`config.mk`:
```
export PLATFORM = sky130hd
export DESIGN_NAME = wake_event_control
export DESIGN_NICKNAME = d
export VERILOG_FILES = /design/src/verilog/wake_pkg.sv /design/src/verilog/wake_event_control.sv /design/src/verilog/wake_crc_matcher.sv
export VERILOG_INCLUDE_DIRS = /design/src /design/src/verilog
export SDC_FILE = /design/constraint.sdc
export NUM_CORES = 2
export LEC_CHECK = 0
export BUFFER_PORTS_ARGS = -buffer_cell sky130_fd_sc_hd__buf_2
export CAP_MARGIN = 10
export CORE_ASPECT_RATIO = 1.25
export CORE_MARGIN = 3
export CORE_UTILIZATION = 55
export DETAILED_ROUTE_END_ITERATION = 10
export HOLD_SLACK_MARGIN = 0.06
export PLACE_DENSITY = 0.71
export SLEW_MARGIN = 30
export SYNTH_ARGS = -nofsm -noshare
export SYNTH_HDL_FRONTEND = slang
export SYNTH_SLANG_ARGS = --single-unit
```
`constraint.sdc`:
```
create_clock -name clk -period 12.1 [get_ports clk]
set_input_delay 2.42 -clock clk [delete_from_list [all_inputs] [get_ports clk]]
set_output_delay 2.42 -clock clk [all_outputs]
set_load 0.01 [all_outputs]
```
`src/verilog/wake_params.svh`:
```
// Constants of the wake-up event control block: offsets, fields, resets.
// Assumes inclusion by bare name; holds definitions only.
//
// Function
// - The CRC-16 accumulator starts at 0000h when the preset select is 0 and FFFFh when 1.
// - Five read/write pattern match enables sit at bits 29 to 25 and reset to 0.
// - With link-down detect on (bit 17), a link up-to-down change sets the link change flag.
// - With link-up detect on (bit 16), a link down-to-up change sets the link change flag.
// - With bit 10 set, a matched wake-up frame asserts the power-management event status.
// - With bit 9 set, a wake-on-LAN packet asserts that status; bit 9 resets to both power configs.
// - With bit 8 set, a link change event asserts the power-management event status.
// - Status bit 2 shows that a wake-up frame was received.
// - Status bit 1 shows that a wake-on-LAN broadcast packet was received.
// - Status bit 0 shows that a link status change event was detected.
// - Each pattern is five long words: four mask words, then CRC in 31:16, offset in 7:0.
`ifndef WAKE_PARAMS_SVH
`define WAKE_PARAMS_SVH

// ----------------------------------------
// Register byte addresses
// ----------------------------------------
`define WCS_ADDR 8'h68
`define IMASK_ADDR 8'h6C
`define WPD_ADDR 8'h70

// ----------------------------------------
// Control/status field positions
// ----------------------------------------
`define CRC_SEL_BIT 30
`define PAT_EN_HI 29
`define PAT_EN_LO 25
`define LINK_DOWN_BIT 17
`define LINK_UP_BIT 16
`define FRAME_EV_BIT 10
`define WOLPKT_EV_BIT 9
`define LINK_EV_BIT 8
`define FRAME_SEEN_BIT 2
`define WOLPKT_SEEN_BIT 1
`define LINK_SEEN_BIT 0

// ----------------------------------------
// Pattern store layout and CRC
// ----------------------------------------
`define WORDS_PER_PAT 5
`define PAT_WORDS 25
`define PAT_LAST_IDX 5'h18
`define CRC_HI 31
`define CRC_LO 16
`define OFS_HI 7
`define CRC_PRESET_ZERO 16'h0000
`define CRC_PRESET_ONES 16'hFFFF
`define CRC_POLY 16'h8005
`define MASK_BITS 128

`endif

```
`src/verilog/wake_pkg.sv`:
```
// Types shared by the wake-up event control block.
// Assumes nothing beyond a SystemVerilog compiler.
package wake_pkg;

    // One received byte with frame markers
    typedef struct packed {
        logic valid;
        logic sof;
        logic eof;
        logic [7:0] data;
    } rx_byte_t;

    // One wake-up pattern as held in the store
    typedef struct packed {
        logic [127:0] mask;
        logic [15:0] crc;
        logic [7:0] offset;
    } pattern_t;

endpackage

```
`src/verilog/wake_event_control.sv`:
```
// Wake-up event control and status with pattern store, APB slave.
// Assumes link_status is asynchronous, receive stream and wol_packet_rx
// are on clk, and soft_reset is a one-cycle controller reset on clk.
//
// The implementer's own choice: the APB register port.
`timescale 1ns/1ns
`include "wake_params.svh"

module wake_event_control #(
    parameter int NUM_PATTERNS = 5
) (
    // Clock and resets
    input wire logic clk,
    input wire logic reset_n,
    input wire logic soft_reset,
    // APB slave
    input wire logic psel,
    input wire logic penable,
    input wire logic pwrite,
    input wire logic [7:0] paddr,
    input wire logic [31:0] pwdata,
    output logic [31:0] prdata,
    output logic pready,
    output logic pslverr,
    // Power configuration levels
    input wire logic pm_enable_cfg,
    input wire logic lan_wake_config,
    // Link and receive side
    input wire logic link_status,
    input wire wake_pkg::rx_byte_t rx_byte,
    input wire logic wol_packet_rx,
    // Events out
    output logic pm_event_status_set,
    output logic irq
);
    // ----------------------------------------
    // Elaboration check
    // ----------------------------------------
    if (NUM_PATTERNS < 1 || NUM_PATTERNS > 5) begin : g_bad_count
        $error("NUM_PATTERNS must be 1 to 5");
    end

    // ----------------------------------------
    // Declarations
    // ----------------------------------------
    logic crc_preset_select;
    logic [4:0] pattern_match_en;
    logic link_down_detect_en;
    logic link_up_detect_en;
    logic wake_frame_event_en;
    logic wol_packet_event_en;
    logic link_change_event_en;
    logic wake_frame_seen;
    logic wol_packet_seen;
    logic link_change_seen;
    logic [2:0] irq_mask;
    logic [31:0] pat_mem [0:`PAT_WORDS-1];
    logic [4:0] wr_ptr;
    logic link_meta;
    logic link_sync;
    logic link_prev;
    logic link_up_edge;
    logic link_down_edge;
    logic [NUM_PATTERNS-1:0] match_hit;
    logic ev_frame;
    logic ev_link;
    logic access;
    logic wr_wcs;
    logic wr_mask;
    logic wr_wpd;
    logic [2:0] w1c;
    logic [2:0] next_flags;
    logic [31:0] wcs_view;
    logic mapped;

    // ----------------------------------------
    // APB decode
    // ----------------------------------------

    // A write lands only on the edge that completes the access phase
    assign access = psel && penable && pready;
    assign wr_wcs = access && pwrite && (paddr == `WCS_ADDR);
    assign wr_mask = access && pwrite && (paddr == `IMASK_ADDR);
    assign wr_wpd = access && pwrite && (paddr == `WPD_ADDR);
    assign mapped = (paddr == `WCS_ADDR) || (paddr == `IMASK_ADDR) || (paddr == `WPD_ADDR);

    // Read view of the control/status word, reserved bits zero
    always_comb begin
        wcs_view = 32'h0000_0000;
        wcs_view[`CRC_SEL_BIT] = crc_preset_select;
        wcs_view[`PAT_EN_HI:`PAT_EN_LO] = pattern_match_en;
        wcs_view[`LINK_DOWN_BIT] = link_down_detect_en;
        wcs_view[`LINK_UP_BIT] = link_up_detect_en;
        wcs_view[`FRAME_EV_BIT] = wake_frame_event_en;
        wcs_view[`WOLPKT_EV_BIT] = wol_packet_event_en;
        wcs_view[`LINK_EV_BIT] = link_change_event_en;
        wcs_view[`FRAME_SEEN_BIT] = wake_frame_seen;
        wcs_view[`WOLPKT_SEEN_BIT] = wol_packet_seen;
        wcs_view[`LINK_SEEN_BIT] = link_change_seen;
    end

    // Answer one cycle after setup: no wait states, error on unmapped
    always_ff @(posedge clk) begin
        if (!reset_n) begin
            pready <= 1'b0;
            pslverr <= 1'b0;
            prdata <= 32'h0000_0000;
        end else begin
            pready <= psel && !penable;
            pslverr <= psel && !penable && !mapped;
            if (psel && !penable) begin
                case (paddr)
                    `WCS_ADDR: prdata <= wcs_view;
                    `IMASK_ADDR: prdata <= {29'h0, irq_mask};
                    `WPD_ADDR: prdata <= pat_mem[wr_ptr];
                    default: prdata <= 32'h0000_0000;
                endcase
            end
        end
    end

    // ----------------------------------------
    // Control fields
    // ----------------------------------------

    // Cleared by either reset; the packet enable default follows the power config
    always_ff @(posedge clk) begin
        if (!reset_n || soft_reset) begin
            crc_preset_select <= 1'b0;
            pattern_match_en <= 5'h00;
            link_down_detect_en <= 1'b0;
            link_up_detect_en <= 1'b0;
            wake_frame_event_en <= 1'b0;
            wol_packet_event_en <= pm_enable_cfg && lan_wake_config;
            link_change_event_en <= 1'b0;
        end else if (wr_wcs) begin
            crc_preset_select <= pwdata[`CRC_SEL_BIT];
            pattern_match_en <= pwdata[`PAT_EN_HI:`PAT_EN_LO];
            link_down_detect_en <= pwdata[`LINK_DOWN_BIT];
            link_up_detect_en <= pwdata[`LINK_UP_BIT];
            wake_frame_event_en <= pwdata[`FRAME_EV_BIT];
            wol_packet_event_en <= pwdata[`WOLPKT_EV_BIT];
            link_change_event_en <= pwdata[`LINK_EV_BIT];
        end
    end

    // Interrupt mask, same layout as the three status flags
    always_ff @(posedge clk) begin
        if (!reset_n || soft_reset) begin
            irq_mask <= 3'h0;
        end else if (wr_mask) begin
            irq_mask <= pwdata[2:0];
        end
    end

    // ----------------------------------------
    // Pattern store
    // ----------------------------------------

    // Sequential loading: each write fills the next word, wrapping after 25
    always_ff @(posedge clk) begin
        if (!reset_n || soft_reset) begin
            wr_ptr <= 5'h00;
        end else if (wr_wpd) begin
            wr_ptr <= (wr_ptr == `PAT_LAST_IDX) ? 5'h00 : wr_ptr + 5'h01;
        end
    end

    // Words are flip-flops; contents are kept through soft reset
    always_ff @(posedge clk) begin
        if (!reset_n) begin
            for (int i = 0; i < `PAT_WORDS; i++) begin
                pat_mem[i] <= 32'h0000_0000;
            end
        end else if (wr_wpd) begin
            pat_mem[wr_ptr] <= pwdata;
        end
    end

    // ----------------------------------------
    // Pattern matchers
    // ----------------------------------------

    // Pattern n sits at word 5n; its enable bit counts down from bit 29
    for (genvar g = 0; g < NUM_PATTERNS; g++) begin : g_pat
        wake_pkg::pattern_t pat;
        assign pat.mask = {pat_mem[g*`WORDS_PER_PAT+3], pat_mem[g*`WORDS_PER_PAT+2],
                           pat_mem[g*`WORDS_PER_PAT+1], pat_mem[g*`WORDS_PER_PAT]};
        assign pat.crc = pat_mem[g*`WORDS_PER_PAT+4][`CRC_HI:`CRC_LO];
        assign pat.offset = pat_mem[g*`WORDS_PER_PAT+4][`OFS_HI:0];
        wake_crc_matcher wake_crc_matcher_i (
            .clk(clk),
            .reset_n(reset_n),
            .pattern(pat),
            .enable(pattern_match_en[4-g]),
            .crc_preset_select(crc_preset_select),
            .rx_byte(rx_byte),
            .hit(match_hit[g])
        );
    end

    // ----------------------------------------
    // Link status watch
    // ----------------------------------------

    // Two flops before use; link_prev starts down, so an up link at reset
    // gives one up edge two cycles after reset, reported only if link-up detect is already on
    always_ff @(posedge clk) begin
        if (!reset_n) begin
            link_meta <= 1'b0;
            link_sync <= 1'b0;
            link_prev <= 1'b0;
        end else begin
            link_meta <= link_status;
            link_sync <= link_meta;
            link_prev <= link_sync;
        end
    end

    assign link_up_edge = link_sync && !link_prev;
    assign link_down_edge = !link_sync && link_prev;

    // ----------------------------------------
    // Events and sticky flags
    // ----------------------------------------

    // Only individually enabled patterns can raise a frame event
    assign ev_frame = |match_hit;
    assign ev_link = (link_down_edge && link_down_detect_en)
                     || (link_up_edge && link_up_detect_en);

    // Write-one clear, but a same-cycle event wins over the clear
    always_comb begin
        w1c = wr_wcs ? pwdata[2:0] : 3'h0;
        next_flags[`FRAME_SEEN_BIT] = (wake_frame_seen && !w1c[`FRAME_SEEN_BIT])
                                      || ev_frame;
        next_flags[`WOLPKT_SEEN_BIT] = (wol_packet_seen && !w1c[`WOLPKT_SEEN_BIT])
                                       || wol_packet_rx;
        next_flags[`LINK_SEEN_BIT] = (link_change_seen && !w1c[`LINK_SEEN_BIT])
                                     || ev_link;
    end

    // Only power-up reset clears the flags; soft reset leaves them alone
    always_ff @(posedge clk) begin
        if (!reset_n) begin
            wake_frame_seen <= 1'b0;
            wol_packet_seen <= 1'b0;
            link_change_seen <= 1'b0;
        end else begin
            wake_frame_seen <= next_flags[`FRAME_SEEN_BIT];
            wol_packet_seen <= next_flags[`WOLPKT_SEEN_BIT];
            link_change_seen <= next_flags[`LINK_SEEN_BIT];
        end
    end

    // Pulse that sets the power-management event status bit elsewhere
    always_ff @(posedge clk) begin
        if (!reset_n) begin
            pm_event_status_set <= 1'b0;
        end else begin
            pm_event_status_set <= (ev_frame && wake_frame_event_en)
                                   || (wol_packet_rx && wol_packet_event_en)
                                   || (ev_link && link_change_event_en);
        end
    end

    // Level interrupt tracks the flags in the same cycle they change
    always_ff @(posedge clk) begin
        if (!reset_n) begin
            irq <= 1'b0;
        end else begin
            irq <= |(next_flags & irq_mask);
        end
    end
endmodule

```
`src/verilog/wake_crc_matcher.sv`:
```
// Per-pattern CRC-16 matcher over masked receive bytes.
// Assumes a byte stream on clk from the receive path, eof on a good frame.
`timescale 1ns/1ns
`include "wake_params.svh"

module wake_crc_matcher (
    // Clock and reset
    input wire logic clk,
    input wire logic reset_n,
    // Pattern and options
    input wire wake_pkg::pattern_t pattern,
    input wire logic enable,
    input wire logic crc_preset_select,
    // Receive stream
    input wire wake_pkg::rx_byte_t rx_byte,
    // Result
    output logic hit
);
    logic [15:0] crc;
    logic [8:0] pos;
    logic [8:0] idx;
    logic [8:0] rel;
    logic sel;
    logic [15:0] crc_cur;
    logic [15:0] crc_nxt;

    // MSB-first CRC-16 over one byte
    function automatic logic [15:0] crc_byte(input logic [15:0] c, input logic [7:0] d);
        logic [15:0] r;
        r = c;
        for (int b = 7; b >= 0; b--) begin
            if (r[15] ^ d[b]) begin
                r = {r[14:0], 1'b0} ^ `CRC_POLY;
            end else begin
                r = {r[14:0], 1'b0};
            end
        end
        return r;
    endfunction

    // Byte position and mask selection
    always_comb begin
        idx = rx_byte.sof ? 9'h000 : pos;
        rel = idx - {1'b0, pattern.offset};
        sel = (idx >= {1'b0, pattern.offset}) && (rel < 9'h080) && pattern.mask[rel[6:0]];
        crc_cur = rx_byte.sof ? (crc_preset_select ? `CRC_PRESET_ONES
                                                   : `CRC_PRESET_ZERO) : crc;
        crc_nxt = sel ? crc_byte(crc_cur, rx_byte.data) : crc_cur;
    end

    // Accumulate; position saturates so long frames never wrap into the mask
    always_ff @(posedge clk) begin
        if (!reset_n) begin
            crc <= `CRC_PRESET_ZERO;
            pos <= 9'h000;
        end else if (rx_byte.valid) begin
            crc <= crc_nxt;
            pos <= (idx == 9'h1FF) ? idx : idx + 9'h001;
        end
    end

    // Match pulse at end of frame
    always_ff @(posedge clk) begin
        if (!reset_n) begin
            hit <= 1'b0;
        end else begin
            hit <= rx_byte.valid && rx_byte.eof && enable
                   && (crc_nxt == pattern.crc);
        end
    end
endmodule

```
Word level (Yosys, flattened, before mapping)
Memories as Yosys holds them, arrays and structs flattened. A register that Yosys moved wholly into a read port is not among the register bits.
Cells that the tools add are included.
{ "totals": {"ff_bits": 191, "wordCells": 303, "out_inout_bits": 36, "mem_bits_rw": 800, "mem_count": 1, "in_bits": 61} }
{ "mem_list": {"columns": ["memory", "depth", "width", "rd", "rd_clocked_by_memory_dff", "write_ports", "line_no", "source"], "rows": [
  ["pat_mem", 25, 32, 26, 1, 25, "wake_event_control.sv:57", "logic [31:0] pat_mem [0:`PAT_WORDS-1];"]
]} }
{ "classes": {"n_addsub": 11, "n_bitwise": 81, "n_mux": 85, "n_reduce_logical": 61, "magnitude_cmp": 15, "eq_ne": 14} }
{ "ops": {"columns": ["cell", "n"], "rows": [
  ["two-way mux 16 bit", 51],
  ["inverter 3 bit", 40],
  ["one-hot mux 32 bit (3 select lines)", 1],
  ["two-way mux 9 bit", 10],
  ["equality test 16 bit", 5],
  ["adder 9 x 1 -> 9 bit, second input constant", 5],
  ["equality test 9 bit, second input constant", 5],
  [">= comparator 9 x 8 -> 1 bit", 5],
  ["less-than comparator 9 x 8 -> 1 bit, second input constant", 5],
  ["subtractor 9 x 8 -> 9 bit", 5],
  ["logical AND 1 bit", 40],
  ["less-than comparator 7 x 8 -> 1 bit, second input constant", 5],
  ["XOR 1 bit", 40],
  ["binary-select mux 1 bit (select 7 bit)", 5],
  ["two-way mux 32 bit", 1],
  ["OR reduction 32 bit", 1],
  ["equality test 8 x 7 -> 1 bit, second input constant", 3],
  ["two-way mux 5 bit", 4],
  ["two-way mux 1 bit", 12],
  ["logical OR 1 bit", 9],
  ["logical NOT 1 bit", 8],
  ["adder 5 x 1 -> 5 bit, second input constant", 1],
  ["equality test 5 bit, second input constant", 1],
  ["OR reduction 5 bit", 1],
  ["4 further kinds", 4]
]} }

Depth between registers and ports, before layout
{ "logic_depth": {"depth_word": 21, "ltp_mapped": 25, "ltp_nobuf": 18} }

Hierarchy
A second synthesis with hierarchy kept.
{ "hier_totals": {"cells_unflattened": 4952, "area_unflattened_um2": 65263.8} }
{ "by_module_without_submodules": {"columns": ["mod", "instances", "cells_each", "area_per_inst_um2"], "rows": [
  ["wake_event_control", 1, 2854, 46997.6],
  ["wake_crc_matcher at g_pat[1].wake_crc_matcher_i ...", 3, 396, 3537.1],
  ["wake_crc_matcher at g_pat[0].wake_crc_matcher_i", 1, 452, 3832.4],
  ["wake_crc_matcher at g_pat[4].wake_crc_matcher_i", 1, 458, 3822.4]
]} }

Least setup slack after synthesis
OpenSTA, ideal clock, no wires.
{ "synth_path": {"kind": "input to register", "start": "input port rx_byte[9] (netlist name)", "end": "register g_pat[1].wake_crc_matcher_i.hit", "arrival_time_ns": 8.410, "setup_time_ns": 0.088, "t_required_ns": 12.012, "path_slack_ns": 3.603, "cell_stages": 21, "cell_sequence": "clkbuf_1 -> clkbuf_1 -> clkbuf_1 -> clkbuf_1 -> clkbuf_1 -> clkbuf_1 -> clkbuf_1 -> nor2b_1 -> fa_1 -> buf_2 -> clkbuf_1 -> mux4_2 -> mux4_2 -> mux4_2 -> and2_4 -> o21ai_4 -> mux2_1 -> a22o_1 -> a2111oi_4 -> nand4_1 -> nor4_2"} }
{ "synth_via": {"elab_chain_len": 20} }
{ "synth_rtl": {"columns": ["item", "line_no", "source"], "rows": [
  ["start, declared", "wake_event_control.sv:30", "input wire wake_pkg::rx_byte_t rx_byte,"],
  ["two-way mux 16 bit", "wake_crc_matcher.sv:46", "crc_cur = rx_byte.sof ? (crc_preset_select ? `CRC_PRESET_ONES"],
  ["XOR 1 bit or inverter 3 bit (tied branches)", null, null],
  ["two-way mux 16 bit", "wake_crc_matcher.sv:32", "if (r[15] ^ d[b]) begin"],
  ["XOR 1 bit", "wake_crc_matcher.sv:32", null],
  ["two-way mux 16 bit", "wake_crc_matcher.sv:32", null],
  ["XOR 1 bit", "wake_crc_matcher.sv:32", null],
  ["two-way mux 16 bit", "wake_crc_matcher.sv:32", null],
  ["XOR 1 bit", "wake_crc_matcher.sv:32", null],
  ["[... 4 more ...]", null, null],
  ["two-way mux 16 bit", "wake_crc_matcher.sv:32", null],
  ["XOR 1 bit", "wake_crc_matcher.sv:32", null],
  ["two-way mux 16 bit", "wake_crc_matcher.sv:32", null],
  ["XOR 1 bit", "wake_crc_matcher.sv:32", null],
  ["two-way mux 16 bit", "wake_crc_matcher.sv:32", null],
  ["two-way mux 16 bit (*)", "wake_crc_matcher.sv:48", "crc_nxt = sel ? crc_byte(crc_cur, rx_byte.data) : crc_cur;"],
  ["equality test 16 bit (*)", "wake_crc_matcher.sv:68", "&& (crc_nxt == pattern.crc);"],
  ["logical AND 1 bit (*)", "wake_crc_matcher.sv:68", null],
  ["end signal, assigned", "wake_crc_matcher.sv:67", "hit <= rx_byte.valid && rx_byte.eof && enable"],
  ["end, declared", "wake_crc_matcher.sv:17", "output logic hit"]
]} }
Mark *: on every way between the ends. The rest lies on a longest branch, timed or not. The select of a mux whose other input is x is not followed.
A chain may end at the register's enable or synchronous reset.

Final worst setup path
{ "layout_path": {"start": "input port rx_byte[9] (netlist name)", "end": "register g_pat[3].wake_crc_matcher_i.hit"} }
{ "layout_via": {"elab_chain_len": 20} }
{ "layout_rtl": {"columns": ["item", "line_no"], "rows": [
  ["two-way mux 16 bit", "wake_crc_matcher.sv:46"],
  ["XOR 1 bit or inverter 3 bit (tied branches)", null],
  ["two-way mux 16 bit", "wake_crc_matcher.sv:32"],
  ["XOR 1 bit", "wake_crc_matcher.sv:32"],
  ["two-way mux 16 bit", "wake_crc_matcher.sv:32"],
  ["XOR 1 bit", "wake_crc_matcher.sv:32"],
  ["two-way mux 16 bit", "wake_crc_matcher.sv:32"],
  ["XOR 1 bit", "wake_crc_matcher.sv:32"],
  ["[... 4 more ...]", null],
  ["two-way mux 16 bit", "wake_crc_matcher.sv:32"],
  ["XOR 1 bit", "wake_crc_matcher.sv:32"],
  ["two-way mux 16 bit", "wake_crc_matcher.sv:32"],
  ["XOR 1 bit", "wake_crc_matcher.sv:32"],
  ["two-way mux 16 bit", "wake_crc_matcher.sv:32"],
  ["two-way mux 16 bit (*)", "wake_crc_matcher.sv:48"],
  ["equality test 16 bit (*)", "wake_crc_matcher.sv:68"],
  ["logical AND 1 bit (*)", "wake_crc_matcher.sv:68"],
  ["end signal, assigned", "wake_crc_matcher.sv:67"],
  ["end, declared", "wake_crc_matcher.sv:17"]
]} }
Marks and branches as above.

==> metrics.yaml <==
run_status:
  status: "finished, final reports clean"
floorplan:
  die_area_sq_um: 122000
  die_w_um: 313
  die_y_um: 390
  design.portCount: 97
  initial_utilization_pct: 55.5
  rows: 140
  core_region_area_sq_um: 117000
timing:
  relSlewSlack_pct: 25.8
  finalMaxSlewViolations: 0
  worst_pin_slew_ns: 1.11
  fin_skew_ns: 0.0271
  max_freq_ghz: 0.126
  grt_setup_unrepaired: "false"
  fin_crit_sh_pct: 65.8
  fin_tns_setup_ns: 0
  finalHoldViolations: 0
  period_minus_slack_ns: 7.96
  setup_viol: 0
yosys:
  synth-simple-area-share_pct: 13.5
  synthCells: 4796
  synth_top_family_by_area: "multiplexers"
  synthesis.nets: 4911
  syn_avg_cell_area_sq_um: 13.5
  synth-adder-area-share_pct: 1.10
  yosys_warnings: 0
  synth.distinct_cells: 94
  synthXorXnorAreaFrac_pct: 3.21
  synth_seq_cells: 1220
  ys.flop_type: "edfxtp_1"
  seq_area_frac_synth_pct: 53.6
  synth-edff-count: 1025
  syn-cell-area_sq_um: 64700
  synth_mux_area_share_pct: 19.5
  postSynth.asyncResetShare_pct: 0
  synth_compound_area_share_pct: 6.21
setup_path:
  cp-end-kind: "flip-flop"
  critical_path.max_fanout: 54
  criticalPathCategory: "input port to flip-flop"
  worst_ep_required_time_ns: 12.74
  start_kind: "input port"
  cp.arrival_ns: 8.60
place:
  port_buffers: 96
  dpl_cell_area_sq_um: 67100
  dp_cells: 6175
  hpwlAfterDp_um: 147000
  gp_congestion: 0.960
clock_tree:
  ctsHoldBuffers: 0
  cts_made_buffers: 117
  htree_levels: 3
  post_cts_resized: 0
  cts_sinks: 1220
  cts_root_buf: "clkbuf_16"
  path_clk_slew_ns: 0.07
  postCtsSetupRepairBufs: 0
  cts_max_path_buffers: 3
  cts_tree: "done"
  clock_latency_ns: 0.75
layout:
  syn_to_final_growth_pct: 10.0
  final_area_sq_um: 71200
  multi_input_area_sq_um: 28600
  nets: 4849
  final_cell_mix: "1025 x edfxtp_1, 826 x and2_1, 494 x mux4_2, 204 x nand2_1, 189 x dfxtp_1"
  layout-drive-gt1-share_pct: 20.9
  final_common_cell: "edfxtp_1"
  nFillCells: 8849
  instances_no_fill: 6409
  seqCellArea_sq_um: 34700
  finish.utilization_pct: 61.0
route:
  drt_iter0_drc: 6369
  wl_um: 213000
  vias: 43300
  drtPass1Iterations: 6
  routed_via_density: 6.75
  drtAntennaViolNets: 0
  routedWlPerCell_um: 33.3
  drc: 0
power:
  powerDensity_nw_per_um2: 137
  leakagePower_nw: 24.4
  peakVddDrop_v: 0.000157
global_route:
  overflow: 0
  grt_start_max_net_pins: 108
  grt_pass1_vias: 42000
  grt_pass1_wl_um: 306000
  antenna_found_initial: 21
  grt.total_usage_pct: 34.9
job:
  cap_viol_max_count: 0
min_path:
  hp-class: "flip-flop to flip-flop"
==> final timing paths <==
check | startpoint | endpoint | slack (ns) | cells past startpoint
worst max register to register | g_pat[1].wake_crc_matcher_i.pos[0] | g_pat[1].wake_crc_matcher_i.hit | 6.15 | 15
worst min-delay path | irq_mask[1] | irq | 0.46 | 2
worst min register to register | irq_mask[1] | irq | 0.46 | 2
worst max-delay path | rx_byte[9] | g_pat[3].wake_crc_matcher_i.hit | 4.14 | 19
==> synth_stat cells, drive strengths merged, types with 25 or more instances <==
master,instances,area share [%]
mux4,494,17
clkbuf,296,1.7
nand3,74,0.58
dfxtp,195,6.0
xnor2,136,1.9
buf,94,0.68
inv,91,0.53
edfxtp,1025,48
nor2b,85,0.82
nor2,177,1.0
a22oi,25,0.31
mux2i,132,2.0
ha,49,0.95
and2,829,8.0
xor2,92,1.3
nor3,49,0.40
o211a,33,0.51
o21ai,209,1.6
a21oi,149,1.2
nand2,206,1.2
==> stage by stage <==
stage	total power [mW]	worst slack, ns	hold WS (ns)
2_1_floorplan	5.52	3.60	0.412
6_report	9.75	4.14	0.456
5_1_grt	9.98	3.77	0.496
3_5_place_dp	5.96	3.42	0.471
3_3_place_gp	5.93	3.51	0.461
4_1_cts	9.74	4.19	0.480
==> per-layer routing <==
metal | routed length (um) | vias up | track usage [%]
met5 | 68 | - | 0
met4 | 16300 | 10 | 22.6
met3 | 24200 | 591 | 8.16
met2 | 99000 | 2822 | 54.4
met1 | 73800 | 22000 | 44.2
li1 | - | 17900 | -
==> cell type report <==
class | count | area share (%)
tap | 1562 | 2.74
antenna | 10 | 0.0351
inverter | 91 | 0.480
timing repair buffer | 209 | 2.33
sequential | 1220 | 48.7
multi-input combinational | 3095 | 40.1
clock inverter | 73 | 1.15
clock buffer | 149 | 4.45
==> kinds of logic (layout without fill, tap and decap cells) <==
| family | Yosys count | after routing |
|---|---|---|
| xor+xnor | 228 | 228 |
| other cells | 0 | 10 |
| fa+ha+maj | 54 | 54 |
| compound gates | 618 | 618 |
| buf+inv | 481 | 522 |
| flops | 1220 | 1220 |
| simple gates | 1552 | 1552 |
| mux | 643 | 643 |
==> state kept, by name (all words and copies together), names as in the netlist, 3 cells and up, named ones only <==
register	cells
g_pat.wake_crc_matcher_i.hit	5
prdata	32
irq_mask	3
pattern_match_en	5
g_pat.wake_crc_matcher_i.pos	45
g_pat.wake_crc_matcher_i.crc	80
wr_ptr	5
pat_mem	1024
==> critical path, cell delays in order <==
cell and delay, ns:
buf_4 0.50, buf_4 0.62, nor2b_1 0.19, inv_1 0.14, ha_4 0.13, inv_1 0.05
fa_2 1.09, mux4_2 0.38, nand3_1 0.08, a21oi_1 0.16, a211oi_1 0.07, o311ai_1 0.52
nand3_2 0.68, mux2i_1 0.42, xnor2_1 0.15, nand4_1 0.11, a2111oi_0 0.36, nand4b_1 0.15
nor4_1 0.31
==> power breakdown <==
part	switching [mW]	internal [mW]
Combinational	0.643	0.424
Sequential	0.135	4.69
Clock	1.67	2.18
(Power assumes the default switching activity.)
